## config.mk

```make
export PLATFORM = sky130hd
export DESIGN_NAME = lcd_instruction_decoder
export DESIGN_NICKNAME = d
export VERILOG_FILES = /design/src/lcd_decoder_pkg.sv /design/src/lcd_instruction_decoder.sv
export SDC_FILE = /design/constraint.sdc
export NUM_CORES = 2
export LEC_CHECK = 0
export BUFFER_PORTS_ARGS = -buffer_cell sky130_fd_sc_hd__buf_4
export CAP_MARGIN = 10
export CORE_ASPECT_RATIO = 1.2
export CORE_MARGIN = 8
export CORE_UTILIZATION = 39
export CTS_BUF_LIST = sky130_fd_sc_hd__clkbuf_16
export DETAILED_ROUTE_END_ITERATION = 10
export PLACE_DENSITY = 0.57
export RECOVER_POWER = 50
export SLEW_MARGIN = 20
export SYNTH_ARGS = -nofsm -noshare
export SYNTH_HDL_FRONTEND = slang
export SYNTH_SLANG_ARGS = --single-unit
```

## constraint.sdc

```tcl
create_clock -name clock -period 6.75 [get_ports clock]
set_clock_uncertainty 0.15 [all_clocks]
set_input_delay 0 -clock clock [delete_from_list [all_inputs] [get_ports clock]]
set_output_delay 0 -clock clock [all_outputs]
set_load 0.05 [all_outputs]
```

## src/lcd_decoder_pkg.sv

```systemverilog
// Package for the LCD instruction decoder: opcode fields, address map,
// reset values and execution timing.
// Assumes a single 125 MHz clock domain and a synchronous active-high reset.
package lcd_decoder_pkg;

  localparam int unsigned CLOCK_MHZ     = 125;
  // Internal execution time of one instruction, in ns
  localparam int unsigned EXEC_TIME_NS  = 40;
  localparam int unsigned EXEC_CYCLES   = (EXEC_TIME_NS * CLOCK_MHZ + 999) / 1000;

  // Opcode bit positions
  localparam int unsigned ADDR_SET_BIT  = 7;
  localparam int unsigned CONTRAST_BIT  = 6;
  localparam int unsigned FUNC_SET_BIT  = 5;
  localparam int unsigned SHIFT_BIT     = 4;
  localparam int unsigned SHIFT_SC_BIT  = 3;
  localparam int unsigned SHIFT_RL_BIT  = 2;
  localparam int unsigned WIDTH_SEL_BIT = 4;
  localparam int unsigned PWR_BIT       = 0;

  // Address map boundaries (full 7-bit addresses)
  localparam logic [6:0] LINE1_LAST     = 7'h0f;
  localparam logic [6:0] LINE2_FIRST    = 7'h10;
  localparam logic [6:0] TEXT_LIMIT     = 7'h30;
  localparam logic [6:0] GLYPH_BASE     = 7'h40;
  localparam logic [6:0] ICON_BASE      = 7'h60;
  localparam int unsigned RAM_WORDS     = 128;

  // Reset values
  localparam logic       WIDTH_RESET    = 1'b1;
  localparam logic       PWR_RESET      = 1'b1;
  localparam logic [3:0] CONTRAST_RESET = 4'h0;
  localparam logic [6:0] AC_RESET       = 7'h00;
  localparam logic [5:0] SHIFT_RESET    = 6'h00;

  // One host bus cycle as seen by the decoder
  typedef struct packed {
    logic       reg_select;
    logic       read_n_write;
    logic [7:0] data;
  } host_req_s;

  // Settings kept by the decoder
  typedef struct packed {
    logic       bus_width_sel;
    logic       powerdown_n;
    logic [3:0] contrast_level;
  } func_cfg_s;

  typedef enum logic [1:0] {
    ST_IDLE  = 2'b00,
    ST_EXEC  = 2'b01,
    ST_DONE  = 2'b11
  } exec_state_e;

endpackage : lcd_decoder_pkg

```

## src/lcd_instruction_decoder.sv

```systemverilog
// Instruction decoder for a three-line character LCD controller with
// text, glyph and icon RAM behind one shared 7-bit address counter.
// Assumes host strobes are synchronous to clock, one per bus transfer.
// Assumes the display scanner, entry-mode and display-on instructions live
// outside and reach this block as plain level or pulse ports.
`timescale 1ns/10ps

// How it works
// [RQ1] RS=0 write with top bits 0001 is shift; bit3 target, bit2 direction
// [RQ2] Cursor left/right steps counter; display left/right shifts, cursor follows
// [RQ3] Cursor passing position 16 of line one jumps to line two start
// [RQ4] Display shift moves all lines horizontally, never wrapping into line above
// [RQ5] Display-only shift leaves the address counter unchanged
// [RQ6] Opcode 001x: bit4 width select, bit0 powerdown control, width ignored serially
// [RQ7] Width 1 uses eight lines; width 0 uses four, two transfers per byte
// [RQ8] Powerdown control 1 is normal, 0 enters powerdown, character display off
// [RQ9] Entering powerdown clears display-on; it stays off until display-on command
// [RQ10] Host issues function-set first, and again only to change width
// [RQ11] Opcode 01xx loads four low bits into contrast register, higher is stronger
// [RQ12] Host writes contrast zero when contrast adjustment is unused
// [RQ13] Opcode 1xxx loads seven low bits into address counter, selecting RAM
// [RQ14] Text 00-2F, glyph 40-5F, icon 60-7F share one address space
// [RQ15] RS=0 read returns busy on bit 7 and counter on bits 6..0
// [RQ16] Busy reads 1 during execution; new instructions are not taken then
// [RQ17] Host polls busy until 0 before next instruction
// [RQ18] RS=1 write stores byte to text RAM, five bits to glyph or icon
// [RQ19] Each write steps counter by entry direction and shifts if enabled; the code shifts only on text RAM writes
// [RQ20] RS=1 read returns text byte, or five low bits from glyph or icon
// [RQ21] Host sets address before reading; first read after write is unreliable
// [RQ22] Text read steps counter by entry direction, never shifts display
// [RQ23] Entry direction 1 increments counter, 0 decrements
// [RQ24] Display off hides text but RAM keeps contents
// [RQ25] Four-bit mode sends upper nibble first on upper lines, including status
// [RQ26] Busy held from acceptance to completion; don't-care bits ignored
module lcd_instruction_decoder #(
  parameter int unsigned EXEC_CYCLES = lcd_decoder_pkg::EXEC_CYCLES
) (
  input  wire logic                        clock,
  input  wire logic                        srst,
  input  wire logic                        clk_en,
  input  wire logic                        serial_mode,
  input  wire logic                        host_strobe,
  input  wire lcd_decoder_pkg::host_req_s  host_req,
  output      logic [7:0]                  host_rdata,
  input  wire logic                        entry_incr,
  input  wire logic                        entry_shift,
  input  wire logic                        display_on_set,
  input  wire logic                        display_on_val,
  output      logic                        busy_flag,
  output      logic [6:0]                  addr_counter,
  output      lcd_decoder_pkg::func_cfg_s  func_cfg,
  output      logic                        display_on,
  output      logic [5:0]                  display_offset,
  output      logic                        four_bit_mode
);

  // The busy counter is eight bits wide, so longer execution cannot be served
  if (EXEC_CYCLES < 1 || EXEC_CYCLES > 255) begin : g_bad_exec
    $error("EXEC_CYCLES out of range");
  end

  // Shared RAM array; glyph and icon words keep only five bits
  logic [7:0]              ram_mem [lcd_decoder_pkg::RAM_WORDS];
  lcd_decoder_pkg::exec_state_e state_reg;
  logic [7:0]              exec_cnt_reg;
  logic                    nibble_phase_reg;
  logic [3:0]              nibble_hold_reg;
  logic                    rd_phase_reg;
  logic [7:0]              rd_byte_reg;
  logic [7:0]              read_latch_reg;
  logic                    pend_rs_reg;
  logic                    pend_rw_reg;
  logic [7:0]              pend_data_reg;

  // Byte assembly
  logic                    full_valid;
  logic [7:0]              full_byte;
  logic                    accept;
  logic                    is_text;
  logic [6:0]              ac_step;
  logic [6:0]              ac_up;
  logic [6:0]              ac_down;
  logic [6:0]              ac_cursor;
  logic                    apply;
  logic                    data_read_go;

  // Overview of the flow through this block:
  // A host transfer arrives as one strobe with its request struct.
  // Writes are assembled into a full byte, one or two strobes per byte.
  // An accepted byte is parked in the pending registers at once.
  // The busy sequencer then counts out the execution time.
  // All architectural updates happen together in the single DONE cycle,
  // so every register sees one consistent view of the pending opcode.
  // Reads of status never start busy; data reads do, since they step
  // the counter like a write would and also refill the read latch.
  // Trade-off: one shared apply strobe keeps the update logic simple,
  // at the price of a fixed latency even for trivial instructions.

  // Serial transfers always carry whole bytes, so the width select is moot
  assign four_bit_mode = ~func_cfg.bus_width_sel & ~serial_mode;

  // In four-bit mode the upper nibble comes first on data[7:4]
  always_comb begin
    full_valid = 1'b0;
    full_byte  = host_req.data;
    if (host_strobe && !host_req.read_n_write) begin
      if (four_bit_mode) begin // RQ25
        full_valid = nibble_phase_reg;
        full_byte  = {nibble_hold_reg, host_req.data[7:4]};
      end else begin
        full_valid = 1'b1;
      end
    end
  end

  // Writes arriving while busy are dropped, never queued
  assign accept = full_valid && (state_reg == lcd_decoder_pkg::ST_IDLE); // RQ16

  // Nibble pairing for writes.
  // The phase toggles on every write strobe, even one refused while busy,
  // so the pairing never slips against the host's own nibble count.
  // Limitation: only srst clears the phase; a width change leaves it as it is.
  always_ff @(posedge clock) begin
    if (srst) begin
      nibble_phase_reg <= 1'b0;
      nibble_hold_reg  <= 4'h0;
    end else if (clk_en) begin
      if (host_strobe && !host_req.read_n_write && four_bit_mode) begin // RQ7
        nibble_phase_reg <= ~nibble_phase_reg;
        nibble_hold_reg  <= host_req.data[7:4];
      end
    end
  end

  // Capture accepted instruction for execution after the busy window.
  // Holding a private copy lets the host bus go idle or change freely
  // while the instruction is still being worked on.
  // A data read records only its kind; the byte comes from the latch.
  always_ff @(posedge clock) begin
    if (srst) begin
      pend_rs_reg   <= 1'b0;
      pend_rw_reg   <= 1'b0;
      pend_data_reg <= 8'h00;
    end else if (clk_en && accept) begin
      pend_rs_reg   <= host_req.reg_select;
      pend_rw_reg   <= 1'b0;
      pend_data_reg <= full_byte;
    end else if (clk_en && host_strobe && host_req.read_n_write && host_req.reg_select
                 && state_reg == lcd_decoder_pkg::ST_IDLE && !rd_phase_reg) begin
      pend_rs_reg   <= 1'b1;
      pend_rw_reg   <= 1'b1;
    end
  end

  // Busy sequencer: flag stands from acceptance until the work is applied.
  // IDLE -> EXEC -> DONE steps one bit at a time; DONE -> IDLE flips both bits.
  // EXEC lasts EXEC_CYCLES cycles and DONE one more, in which work lands.
  always_ff @(posedge clock) begin
    if (srst) begin
      state_reg    <= lcd_decoder_pkg::ST_IDLE;
      exec_cnt_reg <= 8'h00;
    end else if (clk_en) begin
      case (state_reg)
        lcd_decoder_pkg::ST_IDLE: begin
          if (accept || data_read_go) begin // RQ26
            state_reg    <= lcd_decoder_pkg::ST_EXEC;
            exec_cnt_reg <= 8'(EXEC_CYCLES - 1);
          end
        end
        lcd_decoder_pkg::ST_EXEC: begin
          if (exec_cnt_reg == 8'h00) begin
            state_reg <= lcd_decoder_pkg::ST_DONE;
          end else begin
            exec_cnt_reg <= exec_cnt_reg - 8'h01;
          end
        end
        lcd_decoder_pkg::ST_DONE: state_reg <= lcd_decoder_pkg::ST_IDLE;
        default: state_reg <= lcd_decoder_pkg::ST_IDLE;
      endcase
    end
  end

  assign busy_flag = (state_reg != lcd_decoder_pkg::ST_IDLE); // RQ16

  // Apply carries the clock enable so a frozen clock also freezes the RAM
  assign apply = clk_en && (state_reg == lcd_decoder_pkg::ST_DONE);

  // A data read starts on the last transfer of the byte
  assign data_read_go = host_strobe && host_req.read_n_write && host_req.reg_select
                        && (state_reg == lcd_decoder_pkg::ST_IDLE)
                        && (!four_bit_mode || rd_phase_reg);

  // Opcode decode of the pending instruction; don't-care bits never looked at.
  // The opcode classes are told apart by their leading one, so at most one
  // of the instruction decodes is true for any pending byte.
  logic op_addr;
  logic op_contrast;
  logic op_func;
  logic op_shift;
  logic op_wr_data;
  logic op_rd_data;
  always_comb begin
    op_addr     = !pend_rs_reg && !pend_rw_reg
                  && pend_data_reg[lcd_decoder_pkg::ADDR_SET_BIT]; // RQ13
    op_contrast = !pend_rs_reg && !pend_rw_reg && pend_data_reg[7:6] == 2'b01; // RQ11
    op_func     = !pend_rs_reg && !pend_rw_reg && pend_data_reg[7:5] == 3'b001; // RQ6
    op_shift    = !pend_rs_reg && !pend_rw_reg && pend_data_reg[7:4] == 4'b0001; // RQ1
    op_wr_data  = pend_rs_reg && !pend_rw_reg; // RQ18
    op_rd_data  = pend_rs_reg && pend_rw_reg;
  end

  // Address stepping; line one end spills into line two start
  assign ac_up   = (addr_counter == lcd_decoder_pkg::LINE1_LAST)
                   ? lcd_decoder_pkg::LINE2_FIRST : addr_counter + 7'h01; // RQ3
  assign ac_down = addr_counter - 7'h01;
  // Cursor shift target follows its own direction bit, not the entry mode
  assign ac_cursor = pend_data_reg[lcd_decoder_pkg::SHIFT_RL_BIT] ? ac_up : ac_down;
  assign ac_step = entry_incr ? ac_up : ac_down; // RQ23
  assign is_text = addr_counter < lcd_decoder_pkg::TEXT_LIMIT; // RQ14

  // Address counter.
  // Only one source loads it per apply; priority follows the opcode decode.
  // Decrement below a line start is a plain minus one by design choice.
  always_ff @(posedge clock) begin
    if (srst) begin
      addr_counter <= lcd_decoder_pkg::AC_RESET;
    end else if (apply) begin
      if (op_addr) begin
        addr_counter <= pend_data_reg[6:0]; // RQ13
      end else if (op_shift && !pend_data_reg[lcd_decoder_pkg::SHIFT_SC_BIT]) begin
        addr_counter <= ac_cursor; // RQ2
      end else if (op_wr_data || op_rd_data) begin
        addr_counter <= ac_step; // RQ19 RQ22
      end
      // Display-only shift keeps the counter as it is (RQ5 holds by omission)
    end
  end

  // Display shift offset: one horizontal offset shared by all lines, taken
  // modulo the line length by the display scanner so no line spills upward
  always_ff @(posedge clock) begin
    if (srst) begin
      display_offset <= lcd_decoder_pkg::SHIFT_RESET;
    end else if (apply) begin
      if (op_shift && pend_data_reg[lcd_decoder_pkg::SHIFT_SC_BIT]) begin // RQ4 RQ5
        display_offset <= pend_data_reg[lcd_decoder_pkg::SHIFT_RL_BIT]
                          ? display_offset - 6'h01 : display_offset + 6'h01; // RQ2
      end else if (op_wr_data && entry_shift && is_text) begin // RQ19
        display_offset <= entry_incr ? display_offset + 6'h01 : display_offset - 6'h01;
      end
      // Reads never move the display
    end
  end

  // Function set and contrast.
  // Settings change only in the apply cycle, so the host sees the old
  // width until busy drops, and its next transfer uses the new one.
  always_ff @(posedge clock) begin
    if (srst) begin
      func_cfg.bus_width_sel  <= lcd_decoder_pkg::WIDTH_RESET;
      func_cfg.powerdown_n    <= lcd_decoder_pkg::PWR_RESET;
      func_cfg.contrast_level <= lcd_decoder_pkg::CONTRAST_RESET;
    end else if (apply) begin
      if (op_func) begin
        if (!serial_mode) begin
          func_cfg.bus_width_sel <= pend_data_reg[lcd_decoder_pkg::WIDTH_SEL_BIT]; // RQ6 RQ7
        end
        func_cfg.powerdown_n <= pend_data_reg[lcd_decoder_pkg::PWR_BIT]; // RQ8
      end
      if (op_contrast) begin
        func_cfg.contrast_level <= pend_data_reg[3:0]; // RQ11
      end
    end
  end

  // Display-on flag: powerdown forces it off and only a display-on command
  // raises it again; RAM is untouched so text returns at once
  always_ff @(posedge clock) begin
    if (srst) begin
      display_on <= 1'b0;
    end else if (clk_en) begin
      if (apply && op_func && !pend_data_reg[lcd_decoder_pkg::PWR_BIT]) begin
        display_on <= 1'b0; // RQ9
      end else if (display_on_set) begin
        display_on <= display_on_val; // RQ24
      end
    end
  end

  // RAM write; glyph and icon words keep only five bits.
  // No reset: contents survive powerdown and display-off alike,
  // and clearing 128 words in one edge would cost far too much logic.
  always_ff @(posedge clock) begin
    if (apply && op_wr_data) begin
      ram_mem[addr_counter] <= is_text ? pend_data_reg
                                       : {3'h0, pend_data_reg[4:0]}; // RQ18
    end
  end

  // Read latch: loaded on address set, cursor shift and data read, not on a data write, so a read right after
  // a write returns the pre-write latch, which the host must discard
  always_ff @(posedge clock) begin
    if (srst) begin
      read_latch_reg <= 8'h00;
    end else if (apply && (op_addr || (op_shift && !pend_data_reg[3]) || op_rd_data)) begin
      read_latch_reg <= ram_mem[op_addr  ? pend_data_reg[6:0]
                              : op_shift ? ac_cursor : ac_step]; // RQ20 RQ21
    end
  end

  // Read path: status or data, split into two nibbles in four-bit mode.
  // The whole byte is frozen on the first nibble, so a status value never
  // tears between its two halves even if busy drops in between.
  // Status reads are answered at any time, busy or not.
  always_ff @(posedge clock) begin
    if (srst) begin
      rd_phase_reg <= 1'b0;
      rd_byte_reg  <= 8'h00;
      host_rdata   <= 8'h00;
    end else if (clk_en && host_strobe && host_req.read_n_write) begin
      if (four_bit_mode && rd_phase_reg) begin
        host_rdata   <= {rd_byte_reg[3:0], 4'h0}; // RQ25
        rd_phase_reg <= 1'b0;
      end else begin
        rd_byte_reg <= host_req.reg_select ? read_latch_reg
                                           : {busy_flag, addr_counter}; // RQ15 RQ20
        host_rdata  <= host_req.reg_select ? read_latch_reg
                                           : {busy_flag, addr_counter};
        rd_phase_reg <= four_bit_mode;
      end
    end
  end

endmodule : lcd_instruction_decoder

```

==> impl_metrics.toml <==
[detailed_routing]
dr.pass1.iters = 7
wl_per_cell_um = 26.2
viasPerCell = 5.74
dr_total_vias = 28400
ant_nets = 0
wirelength_mm = 130
drt_iter0_markers = 2670
drcViolationCount = 0

[die]
die_h_um = 387
dieWidth_um = 325
core.rowCount = 136
initial_utilization_pct = 39.1
core_area_mm2 = 0.114
ios = 49
die-area_mm2 = 0.126

[final_layout]
synthToLayoutAreaGrowth_pct = 13.3
largest_reg_flops = 1024
layout-drive-gt1-share_pct = 7.98
regMostFlops = "ram_mem"
antennaDiodeCount = 0
nets = 3355

[yosys]
synth_edf_count = 1024
synthArstFlopShare_pct = 0
synth-compound-area-share_pct = 9.47
syn_area_mm2 = 0.0447
yosysTopAreaCell = "edfxtp_1"
ys_warn_count = 0
synth_top_family_by_area = "simple AND/OR/NAND/NOR gates"
syn_inst = 3252
ys_seq_area_share_pct = 71.8
synth_cell_types = 79
synth_top_area_share_pct = 68.8
synthAdderAreaFrac_pct = 0.168
postSynthAreaPerCell_um2 = 13.7
ys_ff_latch = 1090
synthMuxAreaShare_pct = 5.94
synth-simple-area-share_pct = 10.1
synth.area.top_cells = "edfxtp_1 (69%), mux2i_1 (5.9%), nand2_1 (3.9%)"
syn_nets = 3277
ys.flop_type = "edfxtp_1"
synth-xor-area-share_pct = 0.314

[critical_path]
r2r_end = "read_latch_reg[2]"
rrSetupSlack_ns = 0.93
reg2reg_depth = 9
required_ns = 7.17
crit_fanout = 61
cp-startpoint = "pend_data_reg[3]"
r2r-start = "pend_data_reg[3]"
end_kind = "flip-flop"
path_class = "reg -> reg"
cp-start-kind = "flip-flop"
cp.arrival_ns = 6.24

[grt]
first_global_vias = 27200
antenna_found_initial = 0
grt_overflow_total = 0
grt_pass1_wl_mm = 188
grt_usage_pct = 19.8
grt_max_degree = 95

[min_path]
hp-start = "serial_mode"
holdPathStages = 5
holdPathEnd = "rd_phase_reg"
min_path_type = "in -> reg"

[clocking]
ctsRootBufferMaster = "clkbuf_16"
clk_pin_slew_ns = 0.06
clkLatencyLatePin_ns = 0.71
cts_tree = "done"
numCtsBuffers = 108
cts.sinks = 1090
h-tree-depth = 3
cts_buffer_depth = 3

[flow_run]
maxCapViolCount = 10

[timing]
fin_crit_sh_pct = 86.2
worst_slack_ns = 0.931
rsz0062_at_grt = "no"
hold_violations = 0
fin_crit_ns = 5.82
worst_pin_slew_ns = 4.32
timing.fmax_mhz = 172
setup_tns_ns = 0
drv_slew = 517
max_slew_margin_pct = -188
setup_viol = 0

[run_status]
status = "finished with violations"
violations = "capacitance limit, slew limit"

[power]
p_leak_uw = 0.0169
vdd_drop_max_uv = 221
power_density_mw_per_mm2 = 287

[place]
hpwlAfterDp_mm = 79.3
port_buffers = 48
place.gp.congestion = 0.897
dp_worst_setup_slack_ns = 1.28
metrics by stage:
step | util (%) | hold slack (ns) | cells | power, uW | area, um^2
2_1_floorplan | - | -0.00251 | 3252 | 8290 | 44700
3_3_place_gp | 41.0 | 0.133 | 4690 | 8740 | 46800
3_5_place_dp | 41.0 | 0.137 | 4690 | 8750 | 46800
4_1_cts | 44.5 | 0.0276 | 4939 | 14600 | 50800
5_1_grt | 44.3 | 0.0913 | 4940 | 14900 | 50600
6_report | 44.3 | 0.0673 | 4940 | 14500 | 50600
worst max-delay path, stage by stage (launching register included):
cell and delay [ns]:
dfxtp_1 2.22, nand2_1 0.39, o221ai_4 0.52, buf_4 0.63, nand3_1 0.41, nor4_1 0.50, nor4_1 0.10, buf_4 0.16
a32oi_1 0.42, a211oi_1 0.11
repair_timing:
action | 4_1_cts | 5_1_grt
gates resized for setup | 0 | 0
hold endpoints to repair | 64 | 0
endpoints found under the setup margin | 0 | 0
buffers inserted | 0 | 0
hold buffers | 47 | 0
where the power goes:
part           internal, uW  leakage [uW]  switching, uW  total (uW)
Clock                  3310       0.00180           2590        5910
Combinational           339       0.00442            854        1190
Sequential             7410        0.0107           33.5        7450
cells by family (layout without fill, tap and decap cells):
kind of cell,Yosys count,after routing
DFF,1090,1090
and+or+nand+nor,998,998
AOI/OAI and AO/OA,653,653
muxes,265,265
buffers and inverters,224,394
xor gates and xnor gates,16,16
adders and majority gates,6,6
worst max-delay path by stage:
stage                                   end  slack [ns]
after CTS                 read_latch_reg[7]        1.26
after floorplan           read_latch_reg[5]        1.79
after global placement    read_latch_reg[4]        1.31
after global routing      read_latch_reg[2]        0.59
after detailed placement  read_latch_reg[7]        1.28
final                     read_latch_reg[2]        0.93
layer usage:
metal | up-vias | global-route usage (%) | part of all wire [%]
met3 | 282 | 3.49 | 6.9
met1 | 14300 | 25.4 | 41
met4 | 0 | 9.01 | 4.9
met2 | 1178 | 32.8 | 48
li1 | 12700 | - | -
met5 | - | 0 | 0
layout make-up:
type / count / area (um^2)
sequential: 1090 / 32100
multi-input combinational: 1938 / 11700
tap: 1518 / 1900
clock buffer: 109 / 2730
fill: 10200 / 63600
inverter: 21 / 78.8
timing repair buffer: 171 / 1360
clock inverter: 93 / 743
layout by cell type (no fill, tap or decap), types with 23 or more instances in the layout:
cell type      netlist  routed
a211oi_1            72      72
a21oi_1            212     212
a31oi_1             55      54
and3_1              52      52
buf_4               19      74
clkbuf_1            93      40
clkbuf_16            0     109
clkinv_1             0      23
dfxtp_1             66      64
dlygate4sd3_1        0      47
edfxtp_1          1024    1024
inv_1               21      51
mux2i_1            263     262
nand2_1            460     455
nand3_1             96      96
nor2_1             209     209
nor2b_1             26      26
nor3_1              29      29
nor4_1              48      47
o21ai_0             57      57
o221ai_1            25      24
o22ai_1            113     113
cells in the mapped netlist, types with 6 or more instances:
master        n
a22oi_1      14
a32oi_1      15
buf_1        23
buf_2        64
ha_1          6
nand4_1      13
nand2_1     460
buf_4        19
nand2b_1      8
a21oi_1     212
clkbuf_1     93
a22o_1        7
and4_1       10
inv_1        21
xnor2_1       6
nor3_1       29
a211oi_1     72
or3_1        15
nand3_1      96
and2_1       14
xor2_1       10
nor2b_1      26
a2111oi_0     6
dfxtp_1      66
o221ai_1     25
a311oi_1     10
edfxtp_1   1024
o22ai_1     113
a31oi_1      55
nor4_1       48
and3_1       52
o32a_1        7
mux2i_1     263
o21a_1       10
nor2_1      209
o41ai_1      10
o21ai_0      57
Note: power is estimated with default switching activity, not from simulation.
